`src/pfmux_pkg.sv`:
```
`default_nettype none
package pfmux_pkg;
  // Register byte addresses
  localparam logic [31:0] PORT3_DATA_ADDR = 32'hfffff406;
  localparam logic [31:0] P2_ALT_ADDR     = 32'hfffff444;
  localparam logic [31:0] PORT3_DIR_ADDR  = 32'hfffff426;
  localparam logic [31:0] PORT3_ALT_ADDR  = 32'hfffff446;
  localparam logic [31:0] P2_FUNC_ADDR    = 32'hfffff464;
  localparam logic [31:0] PORT3_FUNC_ADDR = 32'hfffff466;
  // Reset values
  localparam logic [7:0]  P2_ALT_RST      = 8'h00;
  localparam logic [7:0]  PORT3_DIR_RST   = 8'hff;
  localparam logic [7:0]  PORT3_ALT_RST   = 8'h00;
  localparam logic [7:0]  P2_FUNC_RST     = 8'h00;
  localparam logic [7:0]  PORT3_FUNC_RST  = 8'h00;
  localparam logic [7:0]  PORT3_DATA_RST  = 8'h00;
  // Writable bits
  localparam logic [7:0]  P2_UPPER_MASK   = 8'hf0;
  localparam logic [7:0]  PORT3_FUNC_MASK = 8'h1f;
  // Port 3 bit positions
  localparam int          PORT3_SO_BIT    = 0;
  localparam int          PORT3_SI_BIT    = 1;
  localparam int          PORT3_SCK_BIT   = 2;
  localparam int          PORT3_TX_BIT    = 3;
  localparam int          PORT3_RX_BIT    = 4;
  localparam int          PORT3_TRIG_BIT  = 7;
endpackage
`default_nettype wire

```
`src/pfmux_top.sv`:
```
`timescale 1ns/1ps
`default_nettype none

// Operation
// - Port 2 function select ignored in port mode
// - Port 2 upper bits: 0 irq in, 1 DMA end
// - Port 3 eight bits, per-bit direction
// - Port 3 carries serial and interrupt signals
// - Direction register plus mode and function select
// - Bit 7 feeds ADC trigger and interrupt
// - Port 3 mode bits: 0 port, 1 alternate
// - Port 2 mode bit set enables control mode
// - Port 2 function low nibble reads zero
// - Port 3 function select ignored in port mode
module pfmux_top (
  // Clock and reset
  input  wire logic        clk,
  input  wire logic        rst,
  // Register port
  input  wire logic [31:0] regAddr,
  input  wire logic [7:0]  regWdata,
  input  wire logic        regWr,
  input  wire logic        regRd,
  output logic      [7:0]  regRdata,
  // Port 2 upper pins
  input  wire logic [3:0]  p2PinIn,
  output logic      [3:0]  p2PinOut,
  output logic      [3:0]  p2PinOe,
  // Port 3 pins
  input  wire logic [7:0]  p3PinIn,
  output logic      [7:0]  p3PinOut,
  output logic      [7:0]  p3PinOe,
  // Peripheral side: DMA end and serial channels
  input  wire logic [3:0]  dmaEndOutputs,
  input  wire logic        csiSerialOut,
  input  wire logic        csiSerialClockOut,
  input  wire logic        csiSerialClockOe,
  input  wire logic        asyncSerialTx,
  output logic             csiSerialIn,
  output logic             csiSerialClockIn,
  output logic             asyncSerialRx,
  // Peripheral side: interrupt requests and ADC trigger
  output logic      [3:0]  extIrqGroupOneOne,
  output logic      [3:0]  extIrqA,
  output logic      [3:0]  extIrqB,
  output logic             adcExternalTrigger
);

  ////////////////////////////////////////////////////////////////////////////
  logic [7:0] p2AltEnable_q;
  logic [7:0] p2FuncSelect_q;
  logic [7:0] p3Direction_q;
  logic [7:0] p3AltEnable_q;
  logic [7:0] p3FuncSelect_q;
  logic [7:0] p3Latch_q;
  logic [7:0] regRdata_d;
  logic [3:0] p2Ctrl;
  logic [7:0] p3Ctrl;
  logic [3:0] p2Out_d;
  logic [3:0] p2Oe_d;
  logic [7:0] p3Out_d;
  logic [7:0] p3Oe_d;
  logic [7:0] p3PortRead;

  // Address match helper
  function automatic logic hit(input logic [31:0] a, input logic [31:0] ref_a);
    hit = (a == ref_a);
  endfunction

  ////////////////////////////////////////////////////////////////////////////
  // Port 2 mode control register, upper nibble only
  always_ff @(posedge clk) begin
    if (rst) begin
      p2AltEnable_q <= pfmux_pkg::P2_ALT_RST;
    end else if (regWr && hit(regAddr, pfmux_pkg::P2_ALT_ADDR)) begin
      p2AltEnable_q <= regWdata & pfmux_pkg::P2_UPPER_MASK;
    end
  end

  // Port 2 function select, low bits forced to zero
  always_ff @(posedge clk) begin
    if (rst) begin
      p2FuncSelect_q <= pfmux_pkg::P2_FUNC_RST;
    end else if (regWr && hit(regAddr, pfmux_pkg::P2_FUNC_ADDR)) begin
      p2FuncSelect_q <= regWdata & pfmux_pkg::P2_UPPER_MASK;
    end
  end

  // Port 3 direction: 1 input, 0 output
  always_ff @(posedge clk) begin
    if (rst) begin
      p3Direction_q <= pfmux_pkg::PORT3_DIR_RST;
    end else if (regWr && hit(regAddr, pfmux_pkg::PORT3_DIR_ADDR)) begin
      p3Direction_q <= regWdata;
    end
  end

  // Port 3 mode control
  always_ff @(posedge clk) begin
    if (rst) begin
      p3AltEnable_q <= pfmux_pkg::PORT3_ALT_RST;
    end else if (regWr && hit(regAddr, pfmux_pkg::PORT3_ALT_ADDR)) begin
      p3AltEnable_q <= regWdata;
    end
  end

  // Port 3 function select, bits 7 to 5 fixed zero
  always_ff @(posedge clk) begin
    if (rst) begin
      p3FuncSelect_q <= pfmux_pkg::PORT3_FUNC_RST;
    end else if (regWr && hit(regAddr, pfmux_pkg::PORT3_FUNC_ADDR)) begin
      // Unused upper bits always read back as zero
      p3FuncSelect_q <= regWdata & pfmux_pkg::PORT3_FUNC_MASK;
    end
  end

  // Port 3 output latch
  always_ff @(posedge clk) begin
    if (rst) begin
      p3Latch_q <= pfmux_pkg::PORT3_DATA_RST;
    end else if (regWr && hit(regAddr, pfmux_pkg::PORT3_DATA_ADDR)) begin
      p3Latch_q <= regWdata;
    end
  end

  ////////////////////////////////////////////////////////////////////////////
  // Control-mode decode
  // Port 3 function select is held for software only; pin roles are fixed
  assign p2Ctrl = p2AltEnable_q[7:4];
  assign p3Ctrl = p3AltEnable_q;

  // Port 3 read value: pin level for inputs, latch for outputs
  // Mode bits leave this alone, so a read always shows the pin or its latch
  assign p3PortRead = (p3Direction_q & p3PinIn) | (~p3Direction_q & p3Latch_q);

  // Read data mux
  // Idle cycles and unmapped addresses give zero, so no stale value lingers
  always_comb begin
    regRdata_d = 8'h00;
    if (regRd) begin
      case (regAddr)
        pfmux_pkg::PORT3_DATA_ADDR: regRdata_d = p3PortRead;
        pfmux_pkg::P2_ALT_ADDR:     regRdata_d = p2AltEnable_q;
        pfmux_pkg::PORT3_DIR_ADDR:  regRdata_d = p3Direction_q;
        pfmux_pkg::PORT3_ALT_ADDR:  regRdata_d = p3AltEnable_q;
        pfmux_pkg::P2_FUNC_ADDR:    regRdata_d = p2FuncSelect_q;
        pfmux_pkg::PORT3_FUNC_ADDR: regRdata_d = p3FuncSelect_q;
        default:                    regRdata_d = 8'h00;
      endcase
    end
  end

  // Port 2 pin drive: port mode ignores function select
  // Output value stays low unless the pin really carries the DMA end signal,
  // so an interrupt input never shows a stray level on its output
  always_comb begin
    for (int i = 0; i < 4; i++) begin
      if (!p2Ctrl[i]) begin
        p2Out_d[i] = 1'b0;
        p2Oe_d[i]  = 1'b0;
      end else begin
        p2Out_d[i] = p2FuncSelect_q[4 + i] & dmaEndOutputs[i];
        p2Oe_d[i]  = p2FuncSelect_q[4 + i];
      end
    end
  end

  // Port 3 pin drive; direction register governs port mode
  always_comb begin
    p3Out_d = p3Latch_q;
    p3Oe_d  = ~p3Direction_q & ~p3Ctrl;
    // Input-only alternate pins keep the buffer off so the outside source is not fought
    if (p3Ctrl[pfmux_pkg::PORT3_SO_BIT]) begin
      p3Out_d[pfmux_pkg::PORT3_SO_BIT] = csiSerialOut;
      p3Oe_d[pfmux_pkg::PORT3_SO_BIT]  = 1'b1;
    end
    // Serial clock direction follows the clocked channel, master or slave
    if (p3Ctrl[pfmux_pkg::PORT3_SCK_BIT]) begin
      p3Out_d[pfmux_pkg::PORT3_SCK_BIT] = csiSerialClockOut;
      p3Oe_d[pfmux_pkg::PORT3_SCK_BIT]  = csiSerialClockOe;
    end
    if (p3Ctrl[pfmux_pkg::PORT3_TX_BIT]) begin
      p3Out_d[pfmux_pkg::PORT3_TX_BIT] = asyncSerialTx;
      p3Oe_d[pfmux_pkg::PORT3_TX_BIT]  = 1'b1;
    end
  end

  ////////////////////////////////////////////////////////////////////////////
  // Registered pins and peripheral inputs
  // Pin changes reach the peripherals one cycle later
  always_ff @(posedge clk) begin
    if (rst) begin
      regRdata           <= 8'h00;
      p2PinOut           <= 4'h0;
      p2PinOe            <= 4'h0;
      p3PinOut           <= 8'h00;
      p3PinOe            <= 8'h00;
      csiSerialIn        <= 1'b0;
      csiSerialClockIn   <= 1'b0;
      asyncSerialRx      <= 1'b0;
      extIrqGroupOneOne  <= 4'h0;
      extIrqA            <= 4'h0;
      extIrqB            <= 4'h0;
      adcExternalTrigger <= 1'b0;
    end else begin
      regRdata           <= regRdata_d;
      p2PinOut           <= p2Out_d;
      p2PinOe            <= p2Oe_d;
      p3PinOut           <= p3Out_d;
      p3PinOe            <= p3Oe_d;
      csiSerialIn        <= p3Ctrl[pfmux_pkg::PORT3_SI_BIT] & p3PinIn[pfmux_pkg::PORT3_SI_BIT];
      csiSerialClockIn   <= p3Ctrl[pfmux_pkg::PORT3_SCK_BIT] & p3PinIn[pfmux_pkg::PORT3_SCK_BIT];
      asyncSerialRx      <= p3Ctrl[pfmux_pkg::PORT3_RX_BIT] & p3PinIn[pfmux_pkg::PORT3_RX_BIT];
      extIrqGroupOneOne  <= p2Ctrl & ~p2FuncSelect_q[7:4] & p2PinIn;
      extIrqA            <= p3Ctrl[3:0] & p3PinIn[3:0];
      extIrqB            <= p3Ctrl[7:4] & p3PinIn[7:4];
      adcExternalTrigger <= p3Ctrl[pfmux_pkg::PORT3_TRIG_BIT] & p3PinIn[pfmux_pkg::PORT3_TRIG_BIT];
    end
  end

endmodule
`default_nettype wire

```
`config.mk`:
```
export PLATFORM = sky130hd
export DESIGN_NAME = pfmux_top
export DESIGN_NICKNAME = d
export VERILOG_FILES = /design/src/pfmux_pkg.sv /design/src/pfmux_top.sv
export SDC_FILE = /design/constraint.sdc
export NUM_CORES = 1
export LEC_CHECK = 0
export BUFFER_PORTS_ARGS = -buffer_cell sky130_fd_sc_hd__buf_2
export CAP_MARGIN = 20
export CORE_MARGIN = 2
export CORE_UTILIZATION = 45
export CTS_CLUSTER_DIAMETER = 60
export DETAILED_ROUTE_END_ITERATION = 8
export GPL_ROUTABILITY_DRIVEN = 0
export PLACE_DENSITY_LB_ADDON = 0.15
export SETUP_SLACK_MARGIN = 0.15
export SKIP_LAST_GASP = 1
export SLEW_MARGIN = 30
export SYNTH_ARGS = -nofsm -noshare
export SYNTH_HDL_FRONTEND = slang
export SYNTH_SLANG_ARGS = --single-unit
```
`constraint.sdc`:
```
create_clock -name clk -period 5.2 [get_ports clk]
set_clock_uncertainty 0.15 [all_clocks]
set_input_delay 1.04 -clock clk [delete_from_list [all_inputs] [get_ports clk]]
set_output_delay 1.04 -clock clk [all_outputs]
set_load 0.1 [all_outputs]
```
### Word level (Yosys, flattened, before mapping)

Index checks and enable logic that the tools add are counted.

* register bits: 85
* output and inout bits: 48

* equality and inequality tests: 6
* muxes and demuxes: 7
* bitwise gates (word level): 24
* reduce and logical (&&, ||, !) cells: 11

Operators with widths (number)
* 32-bit equality test, second input constant: 6
* 8-bit one-hot mux with 6 select lines: 1
* 8-bit bitwise AND: 3
* 4-bit bitwise AND: 4
* 8-bit NOT: 2
* 2-bit OR reduction: 5
* 1-bit bitwise AND: 8
* 8-bit bitwise OR: 1
* 1-bit logical AND: 6
* 1-bit two-way mux: 6
* 1-bit NOT: 5
* 4-bit NOT: 1

### Longest topological paths before layout

* depth after elaboration: 4
* mapped depth: 6

### Least setup slack after synthesis

Ideal clock, no wire load.

* path kind: input to register
* from: input regAddr[4]
* to: register p2FuncSelect_q[4]
* data arrival time: 2.418 ns
* slack: 2.560 ns
* cell stages on the path: 5
* buffers on the path: 1
* cells stage by stage: or4_4 -> nor4_4 -> and4b_2 -> buf_4 -> mux2i_1

* cells in the longest elaborated chain, start to end: 2

RTL lines
* start, declared: RTL line pfmux_top.sv:20 `input wire logic [31:0] regAddr,`
* 32-bit equality test: RTL line pfmux_top.sv:67 `hit = (a == ref_a);`
* 1-bit logical AND: RTL line pfmux_top.sv:84 `end else if (regWr && hit(regAddr, pfmux_pkg::P2_FUNC_ADDR)) begin`
* end signal, assigned: RTL line pfmux_top.sv:83 `p2FuncSelect_q <= pfmux_pkg::P2_FUNC_RST;`
* end signal, assigned: RTL line pfmux_top.sv:85 `p2FuncSelect_q <= regWdata & pfmux_pkg::P2_UPPER_MASK;`
* end, declared: RTL line pfmux_top.sv:51 `logic [7:0] p2FuncSelect_q;`

No other way between the ends.
A chain may end at the register's enable or synchronous reset.

### Worst setup path in the final report

* from: input regAddr[27]
* to: register p3AltEnable_q[6]

* cells in the longest elaborated chain, start to end: 2

RTL lines
* 32-bit equality test: RTL line pfmux_top.sv:67
* 1-bit logical AND: RTL line pfmux_top.sv:102 `end else if (regWr && hit(regAddr, pfmux_pkg::PORT3_ALT_ADDR)) begin`
* end signal, assigned: RTL line pfmux_top.sv:101 `p3AltEnable_q <= pfmux_pkg::PORT3_ALT_RST;`
* end signal, assigned: RTL line pfmux_top.sv:103 `p3AltEnable_q <= regWdata;`
* end, declared: RTL line pfmux_top.sv:53 `logic [7:0] p3AltEnable_q;`

No other way between the ends.

==> metrics.txt <==
total number of vias 2632; clock root buffer clkbuf_8; Tot GR Track Use 0.1825; number of diodes 0; later-pin clock latency in the skew report 350 ps; worst setup margin 2414 ps; vias in the first global route 2509; most frequent cells after synthesis 81 x dfxtp_1, 43 x nor2_1, 41 x mux2i_1, 21 x nand2b_1, 16 x nand2_1; DIE HEIGHT 90.08 um; Critical Path AT 2910 ps; largest family of logic cells by synthesized area simple AND/OR/NAND/NOR gates; Starting DRT DRC Count 90; first-pass GRT wire length 11870 um; Synth Area in Simple Gates 0.2773; drt total wl 7042 um; Syn Nets 399; drt wl/cell 13.04 um; fmax 358.9 MHz; hold buffers post-CTS 0; Final Hold Viols 0; result of the run complete, no violations; overall power 1.151 mW; average size of a mapped cell 9.954 sq um; Pwr per Cell Area 282.7 nW/um^2; initial antenna violation count 0; Initial Utilization 0.4622; Post-CTS Repair Setup Buffers 0; area share of fa/ha/maj cells after synthesis 0; fill count 692; max-cap viol count 0; grt total ovfl 0; P_int 0.8770 mW; ys async rst share 0; HPWL after DPL 4950 um; unrepaired setup endpoints after global routing no; Syn Std Cell Area 3334 sq um; Core ar. 7214 sq um; Reg clk slew, reported paths 90 ps; cell area after placement 3869 sq um; first drt pass iteration count 4; placed insts 524; Main synth FF type dfxtp_1; Switching Power 0.2737 mW; Slew headroom 0.5175; # nets final 500; Final Max Slew Viols 0; Worst EP required 5320 ps; layout cell share with drive strength beyond 1 0.3628; clock tree buffer depth 2; post-synth top area share 0.4863; row count 31; Setup WS pre-CTS 2008 ps; crit end category register; Combinational Power Share 0.056; IO Port Bufs 111; WHS 319.7 ps; Final period util 0.5358; compound-gate portion of the synthesized area 0.04653; Final Util 0.5642; Final ANT Viol Nets 0; Synth area leaders dfxtp_1 49%, mux2i_1 12%, nor2_1 4.8%, nand2b_1 3.9%, or2b_2 3.9%; Crit Path Category primary input to register; mux cell area share after synthesis 0.1332; Ys Warns 0; Synth area leader dfxtp_1; crit path time final 2786 ps; Pleak 1.927 nW; flops & latches, synth 81; sequential share of the synthesized area 0.4863; accumulated negative setup slack 0 ps; CTS sink count 81; sequential power share 0.538; final instance area 4070 sq um; Die X-Extent 90.08 um; Layout Cells excl Fill 540; DRC viols 0; area grow syn2layout 22.06%; xor/xnor share of the synthesized area 0; IO Pins 112; Synth cell types 37; Hold WC Path Type register to register; number of gates resized after cts 0; H-tree levels 3; setup violators final 0; CTS tree built; top-count cell post-synth dfxtp_1; die area 8114 sq um; Crit Path Max Fanout 8; Mapped Cells 335; Worst Tran Pin Value 717.7 ps; Post-synth EDFFs 0; Sw Ratio 0.2378; Num CTS Buffers 9; peak supply drop 125.0 uV; clock network power share 0.406; largest net degree at the start of global routing 74; crit path launch type primary input; Avg Vias per Cell 4.874
## cell usage in the layout, fill, tap and decap left out, types with 3 or more instances in the layout
| cell | instances |
|---|---|
| inv_6 | 3 |
| a311oi_1 | 4 |
| nor2_1 | 43 |
| mux2i_1 | 41 |
| nor3b_1 | 8 |
| nor3_1 | 5 |
| dfxtp_1 | 81 |
| a21oi_1 | 15 |
| nor2b_1 | 3 |
| mux2_2 | 3 |
| buf_2 | 110 |
| inv_1 | 11 |
| nand2_1 | 16 |
| and2_1 | 8 |
| nand3_1 | 3 |
| clkbuf_8 | 9 |
| or3b_2 | 8 |
| o21ai_0 | 9 |
| nand2b_1 | 21 |
| or2b_2 | 15 |
| nand4_1 | 6 |
## layer usage
layer / part of all wire / vias to the layer above / GRT usage / wire, um
li1: - / 1333 / - / -
met1: 0.47 / 1206 / 0.2354 / 3305
met2: 0.46 / 82 / 0.2945 / 3244
met3: 0.053 / 11 / 0.03604 / 375
met4: 0.017 / 0 / 0.08590 / 117
met5: 0 / - / 0 / 0
## worst max-delay path, cell delays in order
cell and delay, ps:
buf_2 80, nand4_1 100, nor4_2 680, nand4b_1 670, mux2i_1 320
## cell families after synthesis
| kind of cell | count (synthesis) |
|---|---|
| and+or+nand+nor | 150 |
| AOI/OAI and AO/OA | 28 |
| muxes | 44 |
| DFF | 81 |
| buffers and inverters | 32 |
## power by group through the flow
stage	combinational, mW	clock (mW)	sequential, mW
5_1_grt	0.0716	0.505	0.620
4_1_cts	0.0645	0.476	0.620
3_5_place_dp	0.0643	0	0.634
3_3_place_gp	0.0635	0	0.634
2_1_floorplan	0.0353	0	0.634
6_report	0.0641	0.467	0.620
## flip-flops by register name (all words and copies together) (netlist names)
name and count:
p3PinOut 8, p3PinOe 8, p2PinOut 4, p3Direction_q 8, regRdata 8, p2PinOe 4, p2FuncSelect_q 4, extIrqB 4
p3FuncSelect_q 5, p3AltEnable_q 8, p3Latch_q 8, p2AltEnable_q 4, extIrqA 4, extIrqGroupOneOne 4
## layout make-up
| cell class | instances | area [sq um] | share of cell area |
|---|---|---|---|
| Sequential cell | 81 | 1622 | 0.3984 |
| Multi-Input combinational cell | 222 | 1524 | 0.3744 |
| Timing Repair Buffer | 111 | 558.0 | 0.1371 |
| Clock buffer | 9 | 123.9 | 0.03043 |
| Tap cell | 99 | 123.9 | 0.03043 |
| Clock inverter | 7 | 77.57 | 0.01906 |
| Inverter | 11 | 41.29 | 0.01014 |
## final timing paths
kind / slack (ps) / start / to / depth (start not counted)
worst max-delay path: 2410 / regAddr[27] / p3AltEnable_q[6] / 5
worst min-delay path: 320 / p3Direction_q[6] / p3PinOe[6] / 1
worst max register to register: 3720 / p3Direction_q[5] / regRdata[5] / 4
worst min register to register: 320 / p3Direction_q[6] / p3PinOe[6] / 1
No activity file was read; power rests on OpenSTA's default activity.
